$ cat config.mk
export PLATFORM = sky130hd
export DESIGN_NAME = sfr_frame_ref_ctrl
export DESIGN_NICKNAME = d
export VERILOG_FILES = /design/src/logic/sfr_frame_pulse_gen.v /design/src/logic/sfr_frame_ref_ctrl.v
export VERILOG_INCLUDE_DIRS = /design/src /design/src/include
export SDC_FILE = /design/constraint.sdc
export NUM_CORES = 1
export LEC_CHECK = 0
export ABC_AREA = 1
export BUFFER_PORTS_ARGS = -buffer_cell sky130_fd_sc_hd__buf_2
export CAP_MARGIN = 15
export CORE_ASPECT_RATIO = 1.4
export CORE_MARGIN = 3
export CORE_UTILIZATION = 61
export DETAILED_ROUTE_END_ITERATION = 7
export GPL_ROUTABILITY_DRIVEN = 0
export PLACE_DENSITY = 0.84
export SLEW_MARGIN = 10
export SYNTH_ARGS = -nofsm -noshare
export SYNTH_HDL_FRONTEND = slang
export SYNTH_SLANG_ARGS = --single-unit
export TNS_END_PERCENT = 100
$ cat constraint.sdc
create_clock -name SYS_CLK -period 6.2 [get_ports SYS_CLK]
set_input_delay 0.62 -clock SYS_CLK [delete_from_list [all_inputs] [get_ports SYS_CLK]]
set_output_delay 0.62 -clock SYS_CLK [all_outputs]
set_load 0.03 [all_outputs]
$ cat src/include/sfr_map.vh
// register map, field positions and reset values of the frame reference control block
`ifndef SFR_MAP_VH
`define SFR_MAP_VH

// word indices, byte address is four times the index
`define SFR_IDX_POWER    10'h140
`define SFR_IDX_SYNC     10'h143
`define SFR_IDX_MODE     10'h144
`define SFR_IDX_PULSE    10'h145
`define SFR_IDX_SYNCBLK  10'h146
`define SFR_IDX_DDLYPD   10'h147
`define SFR_IDX_LANE     10'h148
`define SFR_IDX_DIV      10'h149
`define SFR_IDX_STATUS   10'h14a

// frame_ref_power_control fields
`define SFR_PWR_BLOCK_PD 0
`define SFR_PWR_GDLY_PD  1
`define SFR_PWR_BURST_PD 2
`define SFR_POWER_RST    8'h07

// sync_control fields
`define SFR_SYN_GATE_EN  0
`define SFR_SYN_LCLR     1
`define SFR_SYN_POL      2
`define SFR_SYN_ONESHOT  3
`define SFR_SYN_MODE_LSB 4
`define SFR_SYN_SRC_LSB  6
`define SFR_SYNC_RST     8'h02

// mode register fields
`define SFR_MOD_REQ_EN   0
`define SFR_MOD_REF0_SEL 1
`define SFR_MODE_RST     8'h02

// lane register fields
`define SFR_LANE_SEL_LSB 0
`define SFR_LANE_PD_LSB  8
`define SFR_LANE_DLY_LSB 16
`define SFR_LANE_RST     32'h00007f00

// other reset values
`define SFR_PULSE_RST    8'h00
`define SFR_SYNCBLK_RST  8'hff
`define SFR_DDLYPD_RST   8'h7f
`define SFR_DIV_RST      13'h0008

// trigger kinds
`define SFR_TRIG_NONE    2'h0
`define SFR_TRIG_SYNC    2'h1
`define SFR_TRIG_PIN     2'h2
`define SFR_TRIG_WRITE   2'h3

// source selector values
`define SFR_SRC_SYNC     2'h0
`define SFR_SRC_RECLK    2'h1
`define SFR_SRC_BURST    2'h2
`define SFR_SRC_CONT     2'h3

// bus responses
`define SFR_RESP_OKAY    2'h0
`define SFR_RESP_SLVERR  2'h2

`endif

$ cat src/logic/sfr_frame_pulse_gen.v
// frame reference divider with burst and continuous pulse gating
`timescale 1ns/1ps
module sfr_frame_pulse_gen #(
  parameter DW = 13
) (
  // clock and reset
  input  wire          clk,
  input  wire          nrst,
  // control
  input  wire          enable,
  input  wire [DW-1:0] div,
  input  wire          restart,
  input  wire          burst_start,
  input  wire [1:0]    burst_code,
  input  wire          run_cont,
  // results
  output wire          wave,
  output wire          wrap,
  output wire          busy
);

  reg  [DW-1:0] cnt;
  reg           active;
  reg  [3:0]    remaining;
  wire          high_half;

  assign wrap      = enable & (cnt >= div - 1'b1);
  assign high_half = cnt < (div >> 1);
  assign wave      = active & high_half;
  assign busy      = active | (remaining != 4'h0);

  always @(posedge clk) begin
    if (!nrst || !enable || restart) begin
      cnt <= {DW{1'b0}};
    end else if (wrap) begin
      cnt <= {DW{1'b0}};
    end else begin
      cnt <= cnt + 1'b1;
    end
  end

  // gating changes only at the period end, so no runt pulse
  always @(posedge clk) begin
    if (!nrst || !enable) begin
      active    <= 1'b0;
      remaining <= 4'h0;
    end else begin
      if (burst_start) begin
        remaining <= 4'h1 << burst_code;
      end else if (wrap && !run_cont && remaining != 4'h0) begin
        remaining <= remaining - 1'b1;
      end
      if (wrap) begin
        active <= run_cont | (remaining != 4'h0);
      end
    end
  end

endmodule

$ cat src/logic/sfr_frame_ref_ctrl.v
// sync and frame reference control with its register slave
// Operation
// - sync and frame reference pulses share one path to the dividers
// - a divider is reset only while its sync block bit is clear
// - trigger 0 source 0 no sync unless reference select is 0; trigger 1 basic sync, polarity selectable
// - reference select 0 makes reference input 0 the sync input when trigger and source are each 0 or 1
// - trigger 2 source 2: each sync edge fires a burst
// - trigger 3 source 2: pulse count write fires a burst
// - trigger 1 source 1: sync re-clocked by the frame divider
// - trigger 0 source 2 request: continuous pulses while sync asserted
// - source 3 gives continuous pulses when powered correctly
// - direct mode fans the input frame reference straight out
// - a lane carries frame reference only when its select is 1
// - no frame reference passes the local delay while clear is set
// - all enabled dividers restart on one sync edge
// - digital delay takes effect only after a sync event
// - bursts of 1, 2, 4 or 8 pulses
// - local delay clear resets to 1
//
// The AXI4-Lite register port is this design's own decision.
`timescale 1ns/1ps
`include "sfr_map.vh"
module sfr_frame_ref_ctrl #(
  parameter NDIV = 7,
  parameter NLANE = 7,
  parameter DW = 13,
  parameter AW = 12
) (
  // clock and reset
  input  wire             SYS_CLK,
  input  wire             NRST,
  // register bus write
  input  wire [AW-1:0]    S_AXI_AWADDR,
  input  wire             S_AXI_AWVALID,
  output reg              S_AXI_AWREADY,
  input  wire [31:0]      S_AXI_WDATA,
  input  wire [3:0]       S_AXI_WSTRB,
  input  wire             S_AXI_WVALID,
  output reg              S_AXI_WREADY,
  output reg  [1:0]       S_AXI_BRESP,
  output reg              S_AXI_BVALID,
  input  wire             S_AXI_BREADY,
  // register bus read
  input  wire [AW-1:0]    S_AXI_ARADDR,
  input  wire             S_AXI_ARVALID,
  output reg              S_AXI_ARREADY,
  output reg  [31:0]      S_AXI_RDATA,
  output reg  [1:0]       S_AXI_RRESP,
  output reg              S_AXI_RVALID,
  input  wire             S_AXI_RREADY,
  // sync inputs
  input  wire             SYNC_PIN,
  input  wire             REF_INPUT0,
  input  wire             EXT_FRAME_REF,
  // divider control
  output reg  [NDIV-1:0]  DEVCLK_DIV_RESET,
  output reg              FRAME_DIV_RESET,
  output reg  [NDIV-1:0]  DELAY_APPLIED,
  // reference output lanes
  output reg  [NLANE-1:0] REF_OUTPUT_LANE
);

  function is_mapped;
    input [9:0] idx;
    begin
      is_mapped = (idx == `SFR_IDX_POWER) || (idx == `SFR_IDX_SYNC) ||
                  ((idx >= `SFR_IDX_MODE) && (idx <= `SFR_IDX_STATUS));
    end
  endfunction

  function [31:0] merge;
    input [31:0] old;
    input [31:0] d;
    input [3:0]  s;
    integer k;
    begin
      merge = old;
      for (k = 0; k < 4; k = k + 1) begin
        if (s[k]) merge[8*k +: 8] = d[8*k +: 8];
      end
    end
  endfunction

  // registers
  reg  [7:0]    power_ctl;
  reg  [7:0]    sync_ctl;
  reg  [7:0]    mode_ctl;
  reg  [7:0]    pulse_ctl;
  reg  [7:0]    sync_blk;
  reg  [7:0]    ddly_pd;
  reg  [31:0]   lane_ctl;
  reg  [DW-1:0] frame_div;

  // bus state
  reg  [AW-1:0] aw_addr;
  reg           aw_have;
  reg  [31:0]   w_data;
  reg  [3:0]    w_strb;
  reg           w_have;
  reg           next_aw_have;
  reg           next_w_have;
  reg  [31:0]   rd_word;
  wire          aw_take = S_AXI_AWVALID & S_AXI_AWREADY;
  wire          w_take = S_AXI_WVALID & S_AXI_WREADY;
  wire          ar_take = S_AXI_ARVALID & S_AXI_ARREADY;
  wire          wr_go = aw_have & w_have & ~S_AXI_BVALID;
  wire [9:0]    wr_idx = aw_addr[11:2];
  wire [9:0]    rd_idx = S_AXI_ARADDR[11:2];
  wire          pulse_wr = wr_go & (wr_idx == `SFR_IDX_PULSE) & w_strb[0];
  wire [31:0]   div_merged = merge({{(32-DW){1'b0}}, frame_div}, w_data, w_strb);

  // field views
  wire          block_pd = power_ctl[`SFR_PWR_BLOCK_PD];
  wire          gdly_pd = power_ctl[`SFR_PWR_GDLY_PD];
  wire          burst_pd = power_ctl[`SFR_PWR_BURST_PD];
  wire          gate_en = sync_ctl[`SFR_SYN_GATE_EN];
  wire          lclr = sync_ctl[`SFR_SYN_LCLR];
  wire          pol = sync_ctl[`SFR_SYN_POL];
  wire          one_shot = sync_ctl[`SFR_SYN_ONESHOT];
  wire [1:0]    trig = sync_ctl[`SFR_SYN_MODE_LSB +: 2];
  wire [1:0]    src = sync_ctl[`SFR_SYN_SRC_LSB +: 2];
  wire          req_en = mode_ctl[`SFR_MOD_REQ_EN];
  wire          ref0_sel = mode_ctl[`SFR_MOD_REF0_SEL];
  wire [3:0]    lane_dly = lane_ctl[`SFR_LANE_DLY_LSB +: 4];

  // sync state
  reg           sync_prev;
  reg           reclk_level;
  reg           path_q;
  reg           path_prev;
  reg           next_path;
  wire          gen_wave;
  wire          gen_wrap;
  wire          gen_busy;

  wire ref_path = ~ref0_sel & ~trig[1] & ~src[1];
  wire sync_src = ref_path ? REF_INPUT0 : SYNC_PIN;
  wire sync_level = sync_src ^ pol;
  wire sync_rise = sync_level & ~sync_prev;
  wire cont_ok = ~block_pd & ~gdly_pd & burst_pd;
  wire req_mode = (trig == `SFR_TRIG_NONE) & (src == `SFR_SRC_BURST) & req_en;
  wire run_cont = ((src == `SFR_SRC_CONT) & cont_ok) | (req_mode & sync_level);
  wire burst_start = (src == `SFR_SRC_BURST) & ~burst_pd &
                     (((trig == `SFR_TRIG_PIN) & sync_rise) |
                      ((trig == `SFR_TRIG_WRITE) & pulse_wr));
  wire direct_fan = (trig == `SFR_TRIG_NONE) & (src == `SFR_SRC_SYNC) & ~ref0_sel &
                    (lane_dly == 4'h0) & block_pd & gdly_pd & burst_pd;
  wire path_rise = path_q & ~path_prev;
  wire div_pulse = gate_en & (one_shot ? path_rise : path_q);
  wire frame_rst = div_pulse & ~sync_blk[7];

  // common sync and frame reference path
  always @* begin
    case (src)
      `SFR_SRC_SYNC: next_path = ((trig == `SFR_TRIG_SYNC) | ref_path) & sync_level;
      `SFR_SRC_RECLK: next_path = ((trig == `SFR_TRIG_SYNC) | ref_path) & reclk_level;
      `SFR_SRC_BURST: next_path = gen_wave;
      `SFR_SRC_CONT: next_path = gen_wave;
      default: next_path = 1'b0;
    endcase
  end

  sfr_frame_pulse_gen #(
    .DW (DW)
  ) u_gen (
    .clk         (SYS_CLK),
    .nrst        (NRST),
    .enable      (~block_pd & (src != `SFR_SRC_SYNC)),
    .div         (frame_div),
    .restart     (frame_rst),
    .burst_start (burst_start),
    .burst_code  (pulse_wr ? w_data[1:0] : pulse_ctl[1:0]),
    .run_cont    (run_cont),
    .wave        (gen_wave),
    .wrap        (gen_wrap),
    .busy        (gen_busy)
  );

  always @(posedge SYS_CLK) begin
    if (!NRST) begin
      sync_prev        <= 1'b0;
      reclk_level      <= 1'b0;
      path_q           <= 1'b0;
      path_prev        <= 1'b0;
      DEVCLK_DIV_RESET <= {NDIV{1'b0}};
      FRAME_DIV_RESET  <= 1'b0;
      DELAY_APPLIED    <= {NDIV{1'b0}};
    end else begin
      sync_prev <= sync_level;
      if (gen_wrap) begin
        reclk_level <= sync_level;
      end
      path_q           <= next_path;
      path_prev        <= path_q;
      DEVCLK_DIV_RESET <= {NDIV{div_pulse}} & ~sync_blk[NDIV-1:0];
      FRAME_DIV_RESET  <= frame_rst;
      DELAY_APPLIED    <= DELAY_APPLIED |
                          ({NDIV{div_pulse}} & ~sync_blk[NDIV-1:0] & ~ddly_pd[NDIV-1:0]);
    end
  end

  // per-lane local delay and output gating
  wire [NLANE-1:0] lane_on = lane_ctl[`SFR_LANE_SEL_LSB +: NLANE] &
                             ~lane_ctl[`SFR_LANE_PD_LSB +: NLANE];
  wire [NLANE-1:0] lane_next;
  genvar i;
  generate
    for (i = 0; i < NLANE; i = i + 1) begin : g_lane
      reg  [15:0] shreg;
      wire        tap = (lane_dly == 4'h0) ? path_q : shreg[lane_dly - 4'h1];
      always @(posedge SYS_CLK) begin
        if (!NRST || lclr) begin
          shreg <= 16'h0000;
        end else begin
          shreg <= {shreg[14:0], path_q};
        end
      end
      assign lane_next[i] = lane_on[i] & (direct_fan ? EXT_FRAME_REF : tap & ~lclr);
    end
  endgenerate

  always @(posedge SYS_CLK) begin
    if (!NRST) begin
      REF_OUTPUT_LANE <= {NLANE{1'b0}};
    end else begin
      REF_OUTPUT_LANE <= lane_next;
    end
  end

  // write channel
  always @* begin
    next_aw_have = (aw_have | aw_take) & ~wr_go;
    next_w_have  = (w_have | w_take) & ~wr_go;
  end

  always @(posedge SYS_CLK) begin
    if (!NRST) begin
      aw_addr       <= {AW{1'b0}};
      aw_have       <= 1'b0;
      w_data        <= 32'h00000000;
      w_strb        <= 4'h0;
      w_have        <= 1'b0;
      S_AXI_AWREADY <= 1'b0;
      S_AXI_WREADY  <= 1'b0;
      S_AXI_BVALID  <= 1'b0;
      S_AXI_BRESP   <= `SFR_RESP_OKAY;
    end else begin
      if (aw_take) aw_addr <= S_AXI_AWADDR;
      if (w_take) begin
        w_data <= S_AXI_WDATA;
        w_strb <= S_AXI_WSTRB;
      end
      aw_have       <= next_aw_have;
      w_have        <= next_w_have;
      S_AXI_AWREADY <= ~next_aw_have;
      S_AXI_WREADY  <= ~next_w_have;
      if (wr_go) begin
        S_AXI_BVALID <= 1'b1;
        S_AXI_BRESP  <= (is_mapped(wr_idx) && wr_idx != `SFR_IDX_STATUS) ?
                        `SFR_RESP_OKAY : `SFR_RESP_SLVERR;
      end else if (S_AXI_BREADY) begin
        S_AXI_BVALID <= 1'b0;
      end
    end
  end

  // register writes
  always @(posedge SYS_CLK) begin
    if (!NRST) begin
      power_ctl <= `SFR_POWER_RST;
      sync_ctl  <= `SFR_SYNC_RST;
      mode_ctl  <= `SFR_MODE_RST;
      pulse_ctl <= `SFR_PULSE_RST;
      sync_blk  <= `SFR_SYNCBLK_RST;
      ddly_pd   <= `SFR_DDLYPD_RST;
      lane_ctl  <= `SFR_LANE_RST;
      frame_div <= `SFR_DIV_RST;
    end else if (wr_go) begin
      case (wr_idx)
        `SFR_IDX_POWER: power_ctl <= w_strb[0] ? w_data[7:0] : power_ctl;
        `SFR_IDX_SYNC: sync_ctl <= w_strb[0] ? w_data[7:0] : sync_ctl;
        `SFR_IDX_MODE: mode_ctl <= w_strb[0] ? {6'h00, w_data[1:0]} : mode_ctl;
        `SFR_IDX_PULSE: pulse_ctl <= w_strb[0] ? {6'h00, w_data[1:0]} : pulse_ctl;
        `SFR_IDX_SYNCBLK: sync_blk <= w_strb[0] ? w_data[7:0] : sync_blk;
        `SFR_IDX_DDLYPD: ddly_pd <= w_strb[0] ? w_data[7:0] : ddly_pd;
        `SFR_IDX_LANE: lane_ctl <= merge(lane_ctl, w_data, w_strb) & 32'h000f7f7f;
        `SFR_IDX_DIV: frame_div <= div_merged[DW-1:0];
        default: sync_blk <= sync_blk;
      endcase
    end
  end

  // read channel
  always @* begin
    rd_word = 32'h00000000;
    case (rd_idx)
      `SFR_IDX_POWER: rd_word[7:0] = power_ctl;
      `SFR_IDX_SYNC: rd_word[7:0] = sync_ctl;
      `SFR_IDX_MODE: rd_word[7:0] = mode_ctl;
      `SFR_IDX_PULSE: rd_word[7:0] = pulse_ctl;
      `SFR_IDX_SYNCBLK: rd_word[7:0] = sync_blk;
      `SFR_IDX_DDLYPD: rd_word[7:0] = ddly_pd;
      `SFR_IDX_LANE: rd_word = lane_ctl;
      `SFR_IDX_DIV: rd_word[DW-1:0] = frame_div;
      `SFR_IDX_STATUS: rd_word = {17'h00000, DELAY_APPLIED, 5'h00, path_q, sync_level, gen_busy};
      default: rd_word = 32'h00000000;
    endcase
  end

  always @(posedge SYS_CLK) begin
    if (!NRST) begin
      S_AXI_ARREADY <= 1'b0;
      S_AXI_RVALID  <= 1'b0;
      S_AXI_RDATA   <= 32'h00000000;
      S_AXI_RRESP   <= `SFR_RESP_OKAY;
    end else if (ar_take) begin
      S_AXI_ARREADY <= 1'b0;
      S_AXI_RVALID  <= 1'b1;
      S_AXI_RDATA   <= rd_word;
      S_AXI_RRESP   <= is_mapped(rd_idx) ? `SFR_RESP_OKAY : `SFR_RESP_SLVERR;
    end else if (S_AXI_RVALID && S_AXI_RREADY) begin
      S_AXI_RVALID  <= 1'b0;
      S_AXI_ARREADY <= 1'b1;
    end else if (!S_AXI_RVALID) begin
      S_AXI_ARREADY <= 1'b1;
    end
  end

endmodule

# Word level (Yosys, flattened, before mapping)
# Index checks and enable logic that the tools add are counted.
[totals] wordCells=242 out_inout_bits=63 regBits=301 in_bits=70
[classes] addsub=4 order_cmp=7 n_eq_ne=25 bitwise_logic=80 reduce_logical=38 shift=1 n_mux=45
[op_table] cell="10-bit by 9-bit equality test with 1-bit output, second input constant" n=17
[op_table] cell="8-bit one-hot mux with 9 select lines" n=1
[op_table] cell="1-bit AND" n=50
[op_table] cell="3-bit AND reduction" n=11
[op_table] cell="1-bit 2-to-1 mux" n=29
[op_table] cell="1-bit binary-select mux with 4-bit select" n=7
[op_table] cell="7-bit AND" n=3
[op_table] cell="7-bit inverter" n=3
[op_table] cell="10-bit by 9-bit >= comparator with 1-bit output, second input constant" n=2
[op_table] cell="10-bit by 9-bit <= comparator with 1-bit output, second input constant" n=2
[op_table] cell="1-bit inverter" n=15
[op_table] cell="5-bit one-hot mux with 3 select lines" n=1
[op_table] cell="7-bit one-hot mux with 2 select lines" n=1
[op_table] cell="13-bit by 1-bit adder with 13-bit output, second input constant" n=1
[op_table] cell="13-bit >= comparator" n=1
[op_table] cell="13-bit by 12-bit < comparator with 1-bit output" n=1
[op_table] cell="13-bit by 1-bit subtractor with 13-bit output, second input constant" n=1
[op_table] cell="10-bit by 9-bit inequality test with 1-bit output, second input constant" n=1
[op_table] cell="2-bit equality test, second input constant" n=4
[op_table] cell="4-bit 2-to-1 mux" n=2
[op_table] cell="2-bit nonzero test" n=4
[op_table] cell="4-bit by 1-bit subtractor with 4-bit output, second input constant" n=2
[op_table] cell="1-bit logical OR" n=7
[op_table] cell="1-bit OR" n=7
[op_table] cell="14 further kinds" n=27

# Depth between registers and ports, before layout
# Gate-level depths: netlist (run 1).
[logic_depth] word_depth=12 ltp_mapped=20 ltp_nobuf=20

# Hierarchy
# From an unflattened synthesis (run 1), not the netlist that was laid out.
[unflattened] cells_unflattened=1212 hier_area_um2=8974.9
[by_module_without_submodules] module="sfr_frame_ref_ctrl" seq_area_each_um2=3383.2 n_inst=1 area_per_inst_um2=7169.4 cells_per_inst=951
[by_module_without_submodules] module="sfr_frame_pulse_gen" seq_area_each_um2=360.3 n_inst=1 area_per_inst_um2=1805.5 cells_per_inst=261

# Worst setup path after synthesis (run 1)
# OpenSTA, ideal clock, no wires.
[synth_path] kind="flip-flop to flip-flop" startpoint="register frame_div[0]" endpoint="register u_gen.cnt[11]" stages_incl_launch_ff=19 setup_time_ns=0.116 synth_period_minus_slack_ns=2.854 path_slack_ns=3.346 t_required_ns=6.084 t_arrival_ns=2.738 path_cell_list="dfxtp_1 > inv_1 > ha_1 > nand3_1 > nor3_1 > nand3_1 > nor2_1 > nand3_1 > xor2_1 > ha_1 > nand2_1 > nor2_1 > and2_1 > nand2_1 > nand3_1 > nand2_1 > o211ai_1 > buf_2 > nor2_1"
[synth_via] elab_chain_len=4
[synth_rtl] element="start: declaration" line="sfr_frame_ref_ctrl.v:92" source="reg [DW-1:0] frame_div;"
[synth_rtl] element="start signal: assignment" line="sfr_frame_ref_ctrl.v:277" source="frame_div <= `SFR_DIV_RST;"
[synth_rtl] element="start signal: assignment" line="sfr_frame_ref_ctrl.v:287" source="`SFR_IDX_DIV: frame_div <= div_merged[DW-1:0];"
[synth_rtl] element="13-bit by 1-bit subtractor with 13-bit output" line="sfr_frame_pulse_gen.v:27" source="assign wrap = enable & (cnt >= div - 1'b1);"
[synth_rtl] element="13-bit >= comparator" line="sfr_frame_pulse_gen.v:27"
[synth_rtl] element="1-bit AND" line="sfr_frame_pulse_gen.v:27"
[synth_rtl] element="2-bit OR reduction (no line)"
[synth_rtl] element="end signal: assignment" line="sfr_frame_pulse_gen.v:34" source="cnt <= {DW{1'b0}};"
[synth_rtl] element="end signal: assignment" line="sfr_frame_pulse_gen.v:36" source="cnt <= {DW{1'b0}};"
[synth_rtl] element="end signal: assignment" line="sfr_frame_pulse_gen.v:38" source="cnt <= cnt + 1'b1;"
[synth_rtl] element="end: declaration" line="sfr_frame_pulse_gen.v:22" source="reg [DW-1:0] cnt;"
# No other way between the ends.
# A chain may end at the register's enable or synchronous reset.

# Final worst setup path (run 1)
[layout_path] startpoint="register frame_div[0]" endpoint="register u_gen.cnt[2]"
# The elaborated chain is that of the path after synthesis.

==> results.yml, run 1 <==
synth:
  synthAdderAreaFrac_pct: 4.28
  yosysUniqueCellTypes: 46
  yosysWarnings: 0
  synth_xor_area_share_pct: 2.38
  synth_edf_count: 0
  syn_avg_cell_area_sq_um: 7.58
  synthSimpleGateAreaFrac_pct: 21.7
  synth_compound_area_share_pct: 17.8
  synth_cells: 1118
  async_reset_ff_share_pct: 0
  syn_area_sq_um: 8470
  synth_top_family_by_area: "simple AND/OR/NAND/NOR gates"
  synth.mux.area_fraction_pct: 0
  synth_ff_type: "dfxtp_1"
  synth_seq_area_share_pct: 44.2
  ys_seq_elements: 187
clock_network:
  cts-resized-gates: 0
  clock-sinks: 187
  ctsHoldBuffers: 0
  insertion_delay_ns: 0.43
  path_clk_slew_ns: 0.07
  root_buffer: "clkbuf_16"
  cts-htree-levels: 4
  cts_tree: "yes"
  postCtsSetupRepairBufs: 0
  cts_buffer_depth: 2
  numCtsBuffers: 17
final_layout:
  multi_input_area_sq_um: 3960
  diodes: 0
  final_nets: 1310
  register_area_sq_um: 3740
  areaGrowthSynthToFinish_pct: 13.6
  fillers: 1110
  layout-drive-gt1-share_pct: 13.3
placement:
  io_buffers: 99
  dpl.hpwl_um: 16700
  pre_cts_ws_ns: 2.66
worst_hold_path:
  hold_start: "g_lane[0].shreg[5]"
  hold_path_class: "reg2reg"
  worstHoldEndpoint: "g_lane[0].shreg[6]"
  whs_path_depth: 2
setup_path:
  r2r-start: "frame_div[0]"
  cp.required_ns: 6.47
  reg2reg_slack_ns: 2.55
  cp-end-kind: "flop"
  cp-start-kind: "flop"
  arrival_ns: 3.92
  crit_chain: "inv_1 > ha_1 > nand3_1 > nor3_1 > nand3_1 > nor2_1 > nand3_1 > xor2_1 > ha_1 > nand2_1 > nor2_1 > and2_1 > nand2_1 > nand3_1 > nand2_1 > o211ai_1 > nor3_1"
  cp_common_cell: "nand3_1"
  slowest_delay_ns: 0.50
  crit_type: "reg2reg"
  cp_slowest_cell: "o211ai_1"
  reg2reg_depth: 17
  r2r_end: "u_gen.cnt[2]"
  crit_fanout: 13
sta:
  drv_slew: 0
  fin_ws_ns: 2.55
  hold_violations: 0
  setup_viol: 0
  worst_slew_pin_slew_ns: 1.07
  clock_skew_ns: 0.00614
  period_share_pct: 58.9
  timing.hold.ws_ns: 0.422
  relSlewSlack_pct: 28.1
  max_freq_mhz: 274
  period_minus_slack_ns: 3.65
  rsz0062_at_grt: "false"
  tns_ns: 0
die:
  die_w_um: 106
  num_rows: 50
  pin_count: 133
  start_util_pct: 62.7
  die_h_um: 145
  core_sq_um: 13500
  die_area_sq_um: 15400
global_route:
  grt_pass1_wl_um: 36500
  grt_overflow: 0
  first_global_vias: 7449
  antenna_found_initial: 0
  grt_start_max_net_pins: 76
  track_usage_pct: 29.5
routing:
  antenna_left: 0
  drt_iter0_markers: 641
  routed_via_density: 5.64
  drc: 0
  routed_wl_um: 22900
  vias: 7915
  drtPass1Iterations: 5
  wl_per_cell_um: 16.3
pwr:
  peakVddDrop_v: 0.000178
  powerDensity_nw_per_um2: 253
  leakagePower_uw: 0.00436
outcome:
  outcome: "complete, no violations"
job:
  drv_cap: 0
==> worst max-delay path by stage <==
stage / from / to / slack (ns) / cells past startpoint
2_1_floorplan: frame_div[0] / u_gen.cnt[11] / 3.35 / 18
3_3_place_gp: frame_div[0] / u_gen.cnt[2] / 2.82 / 17
3_5_place_dp: frame_div[0] / u_gen.cnt[10] / 2.66 / 17
4_1_cts: frame_div[0] / u_gen.cnt[2] / 2.62 / 17
5_1_grt: frame_div[0] / u_gen.cnt[2] / 2.36 / 17
6_report: frame_div[0] / u_gen.cnt[2] / 2.55 / 17
==> metal layers <==
metal / vias up / GRT usage, % / share of wire, %
met5: - / 0 / 0
met4: 0 / 16.3 / 5.7
met3: 91 / 5.99 / 8.3
met1: 3580 / 35.1 / 38
li1: 3854 / - / -
met2: 390 / 49.6 / 48
==> placed cells by master (no fill, tap or decap), types with 2 or more instances in the layout <==
cell type,netlist,routed
o31ai_1,7,7
nor2_2,9,9
o22ai_1,3,3
nand2_2,5,5
nand3_1,48,48
o211ai_1,33,33
conb_1,1,15
a31oi_1,3,3
buf_2,5,99
inv_6,0,3
nor3_1,22,22
clkbuf_16,0,17
ha_1,29,29
a22o_1,7,7
nor2_4,3,3
nand2_1,181,181
buf_4,16,5
o21ai_0,101,101
inv_1,145,145
xor2_1,16,16
nor2_1,120,120
dfxtp_1,187,187
nand3b_1,6,6
nand4_1,17,17
o221ai_1,8,8
clkinv_4,1,3
clkbuf_8,0,3
xnor2_1,7,7
a21oi_1,94,94
inv_8,0,2
inv_2,5,5
==> where the power goes <==
part	total (uW)	leakage, uW	internal [uW]	switching (uW)
Combinational	128	0.00257	36.6	90.9
Clock	1060	0.000283	591	473
Sequential	1240	0.00151	1220	16.9
==> registers in the layout, summed over array words and instances, names as in the netlist, 2 cells and up <==
register / flops
lane_ctl: 18
aw_addr: 10
sync_ctl: 8
DEVCLK_DIV_RESET: 7
frame_div: 13
pulse_ctl: 2
mode_ctl: 2
S_AXI_RDATA: 19
w_strb: 3
REF_OUTPUT_LANE: 7
power_ctl: 8
u_gen.remaining: 4
ddly_pd: 8
DELAY_APPLIED: 7
g_lane.shreg: 16
u_gen.cnt: 13
w_data: 19
sync_blk: 8
==> logic make-up (layout without fill, tap and decap cells) <==
family	count (synthesis)	count (layout)
AND/OR/NAND/NOR	419	419
buffers and inverters	196	286
adder cells (fa/ha/maj)	29	29
other	1	15
flip-flops	187	187
AO/OA/AOI/OAI	263	263
XOR/XNOR	23	23
==> critical path, delay by kind of cell, from the launching register on <==
family | cells | cell delay (ns)
DFF | 1 | 0.31
adders and majority gates | 2 | 0.50
buffers and inverters | 1 | 0.14
and+or+nand+nor | 12 | 1.87
xor gates and xnor gates | 1 | 0.17
AOI/OAI and AO/OA | 1 | 0.50
==> cell type report <==
| type | instances | area share [%] |
|---|---|---|
| clock buffer | 20 | 4.85 |
| clock inverter | 10 | 1.13 |
| inverter | 152 | 5.98 |
| multi-input combinational | 749 | 41.2 |
| sequential | 187 | 38.9 |
| tap | 182 | 2.37 |
| timing repair buffer | 104 | 5.54 |
==> synth_stat cells, types with 7 or more instances <==
cell type	count	area, sq um
xor2_1	16	140
nand4_1	17	106
dfxtp_1	187	3740
nand3_1	48	240
nand2_1	181	679
buf_4	16	120
o211ai_1	33	248
o221ai_1	8	70.1
nor3_1	22	110
nor2_2	9	56.3
nor2_1	120	450
ha_1	29	363
inv_1	145	544
a22o_1	7	61.3
clkbuf_1	19	71.3
o21ai_0	101	505
o31ai_1	7	52.6
a21oi_1	94	470
xnor2_1	7	61.3
==> stage by stage <==
stage	util (%)	instance area [sq um]	power, uW	instances
6_report	71.2	9620	2430	1404
5_1_grt	71.2	9620	2500	1404
4_1_cts	71.2	9620	2430	1404
3_5_place_dp	66.9	9040	1390	1374
3_3_place_gp	66.9	9040	1390	1374
2_1_floorplan	-	8520	1350	1132
No activity file was read; power rests on OpenSTA's default activity.
==> inputs of run 2 (changes only) <==
Settings changed: ABC_AREA 1 to 0, CORE_UTILIZATION 61 to 57, PLACE_DENSITY 0.84 to 0.79.
Clock period 6.2 ns to 3.4 ns, I/O delays scaled along.
==> run 2 against run 1 <==
  * Synthesized cell count is 15% lower
  * Core utilization is 4.2 points lower
  * Sequential share of layout area is 0.55 points higher
  * Fmax is 23% higher
  * Hold slack worse by 0.29 ns
  * Critical endpoint is now u_gen.remaining[3]
==> results.yml, run 2 <==
outcome:
  outcome: "complete, no violations"
setup_path:
  cp-start-kind: "flop"
  arrival_ns: 3.33
  cp.required_ns: 3.76
  crit_type: "reg2reg"
  slowest_delay_ns: 0.53
  reg2reg_slack_ns: 0.43
  cp_slowest_cell: "or4_1"
  crit_fanout: 13
  crit_chain: "nor4_1 > buf_4 > nand2_1 > nor3_1 > xnor2_1 > ha_1 > nand4_1 > o31a_2 > or4_1 > a31oi_1"
  cp-end-kind: "flop"
job:
  drv_cap: 0
pwr:
  finalPower_uw: 4390
  leakagePower_uw: 0.00408
  pwr-share-clk_pct: 44.1
  combinationalPowerShare_pct: 4.7
  pwr-share-seq_pct: 51.1
  powerDensity_nw_per_um2: 463
  switching_share_pct: 24.3
  peakVddDrop_v: 0.000442
  netSwitchingPower_uw: 1070
  p_int_uw: 3330
synth:
  synth.area.top_cells: "dfxtp_1 (45%), mux2i_1 (7.3%), nand2_1 (7.3%)"
  yosysTopAreaCellShare_pct: 44.8
  synth_ff_type: "dfxtp_1"
  async_reset_ff_share_pct: 0
  synth_common_cells: "dfxtp_1 (187), nand2_1 (162), nor2_1 (85)"
  synth_top_family_by_area: "simple AND/OR/NAND/NOR gates"
  yosysWarnings: 0
  syn_avg_cell_area_sq_um: 8.84
  synth_compound_area_share_pct: 12.1
  synth_edf_count: 0
  yosys.area.top_type: "dfxtp_1"
  synth.mux.area_fraction_pct: 9.22
  ys_seq_elements: 187
  synth_xor_area_share_pct: 2.71
  synth_most_common_cell: "dfxtp_1"
  synth_seq_area_share_pct: 44.8
  synth_cells: 945
  syn_area_sq_um: 8360
  synthSimpleGateAreaFrac_pct: 22.3
  yosysUniqueCellTypes: 72
  synthAdderAreaFrac_pct: 4.34
final_layout:
  fillers: 1185
  final_nets: 1126
  layout-drive-gt1-share_pct: 15.4
  diodes: 0
  fin_util_pct: 66.9
  areaGrowthSynthToFinish_pct: 13.5
  register_area_sq_um: 3740
  multi_input_area_sq_um: 4290
  final_cell_mix: "dfxtp_1 (187), nand2_1 (162), buf_2 (99)"
  layout_commonest_cell: "dfxtp_1"
  finalNonFillerCells: 1225
  reg_top3: "S_AXI_RDATA x19, w_data x19, lane_ctl x18"
sta:
  period_minus_slack_ns: 2.97
  tns_ns: 0
  hold_violations: 0
  worst_slew_pin_slew_ns: 1.05
  max_freq_mhz: 337
  period_share_pct: 87.3
  rsz0062_at_grt: "false"
  drv_slew: 0
  relSlewSlack_pct: 30.0
  clock_skew_ns: 0.00790
  setup_viol: 0
  timing.hold.ws_ns: 0.136
die:
  start_util_pct: 59.0
  core_sq_um: 14200
  die_h_um: 149
  die_area_sq_um: 16200
  num_rows: 51
  die_w_um: 108
  pin_count: 133
clock_network:
  cts-htree-levels: 4
  ctsHoldBuffers: 0
  clock-sinks: 187
  postCtsSetupRepairBufs: 0
  root_buffer: "clkbuf_16"
  cts_buffer_depth: 2
  cts_tree: "yes"
  insertion_delay_ns: 0.44
  numCtsBuffers: 17
  path_clk_slew_ns: 0.07
global_route:
  grt_start_max_net_pins: 44
  first_global_vias: 6771
  grt_use_met2_pct: 44.3
  use_met3_pct: 5.37
  grt_overflow: 0
  grt_pass1_wl_um: 34000
  track_usage_pct: 27.0
  use_met1_pct: 33.9
  grt.busiest_layer: "met2"
  antenna_found_initial: 0
routing:
  routed_via_density: 5.78
  wl_per_cell_um: 17.2
  antenna_left: 0
  drc: 0
  drt_iter0_markers: 546
  routed_wl_um: 21100
  vias: 7077
  drtPass1Iterations: 6
placement:
  dpl.hpwl_um: 15200
  placed_cells: 1193
  io_buffers: 99
worst_hold_path:
  hold_path_class: "in2reg"
-- run 2: changes by cell type after synthesis, sizes merged, moves of 14 or more --
cell | before | now
and2 | 1 | 25
nor2 | 132 | 85
o21ai | 102 | 25
o211ai | 33 | 8
a21oi | 95 | 68
clkbuf | 19 | 33
mux2i | 0 | 62
inv | 150 | 25
nand2 | 187 | 162
-- run 2: worst max-delay path, delay by kind of cell (launching register included) --
family          cells  cell delay (ns)
flops               1             0.38
xor+xnor            1             0.09
buf+inv             1             0.17
compound gates      2             0.64
simple gates        5             1.28
fa+ha+maj           1             0.32
-- run 2: logic make-up after synthesis --
logic type / count (synthesis)
compound gates: 160
xor+xnor: 25
simple gates: 391
fa+ha+maj: 29
flops: 187
other cells: 1
mux: 70
buf+inv: 82
-- run 2: cell type report --
type	instances	share of cell area, %
tap	185	2.44
inverter	25	0.989
sequential	187	39.5
timing repair buffer	106	5.78
multi-input combinational	690	45.2
clock buffer	18	4.63
clock inverter	14	1.45
-- run 2: stage by stage --
stage | setup slack [ns] | cell area, sq um
after global placement | 0.539 | 8910
after CTS | 0.446 | 9480
after detailed placement | 0.454 | 8910
after global routing | 0.118 | 9480
final | 0.430 | 9480
after floorplan | 0.426 | 8410
-- run 2: final timing paths --
check | startpoint | endpoint | cells past startpoint
max | frame_div[2] | u_gen.remaining[3] | 10
min | S_AXI_WSTRB[2] | w_strb[2] | 3
max reg2reg | frame_div[2] | u_gen.remaining[3] | 10
min reg2reg | S_AXI_RDATA[3] | S_AXI_RDATA[3] | 1
-- run 2: power by group through the flow --
| stage | clock network [uW] | registers, uW | logic [uW] |
|---|---|---|---|
| 6_report | 1940 | 2250 | 207 |
| 5_1_grt | 2040 | 2250 | 227 |
| 4_1_cts | 1950 | 2250 | 207 |
| 3_5_place_dp | 0 | 2300 | 206 |
| 3_3_place_gp | 0 | 2300 | 204 |
| 2_1_floorplan | 0 | 2290 | 145 |
-- run 2: what timing repair did --
action / in CTS / in global routing
endpoints found under the hold margin: 0 / 0
endpoints found under the setup margin: 0 / 2
resized for setup: 0 / 1
-- run 2: routing by layer --
metal	vias to the layer above	wire length (um)
li1	3444	-
met1	3280	8590
met2	292	10200
met3	61	1450
met4	0	840
met5	-	0
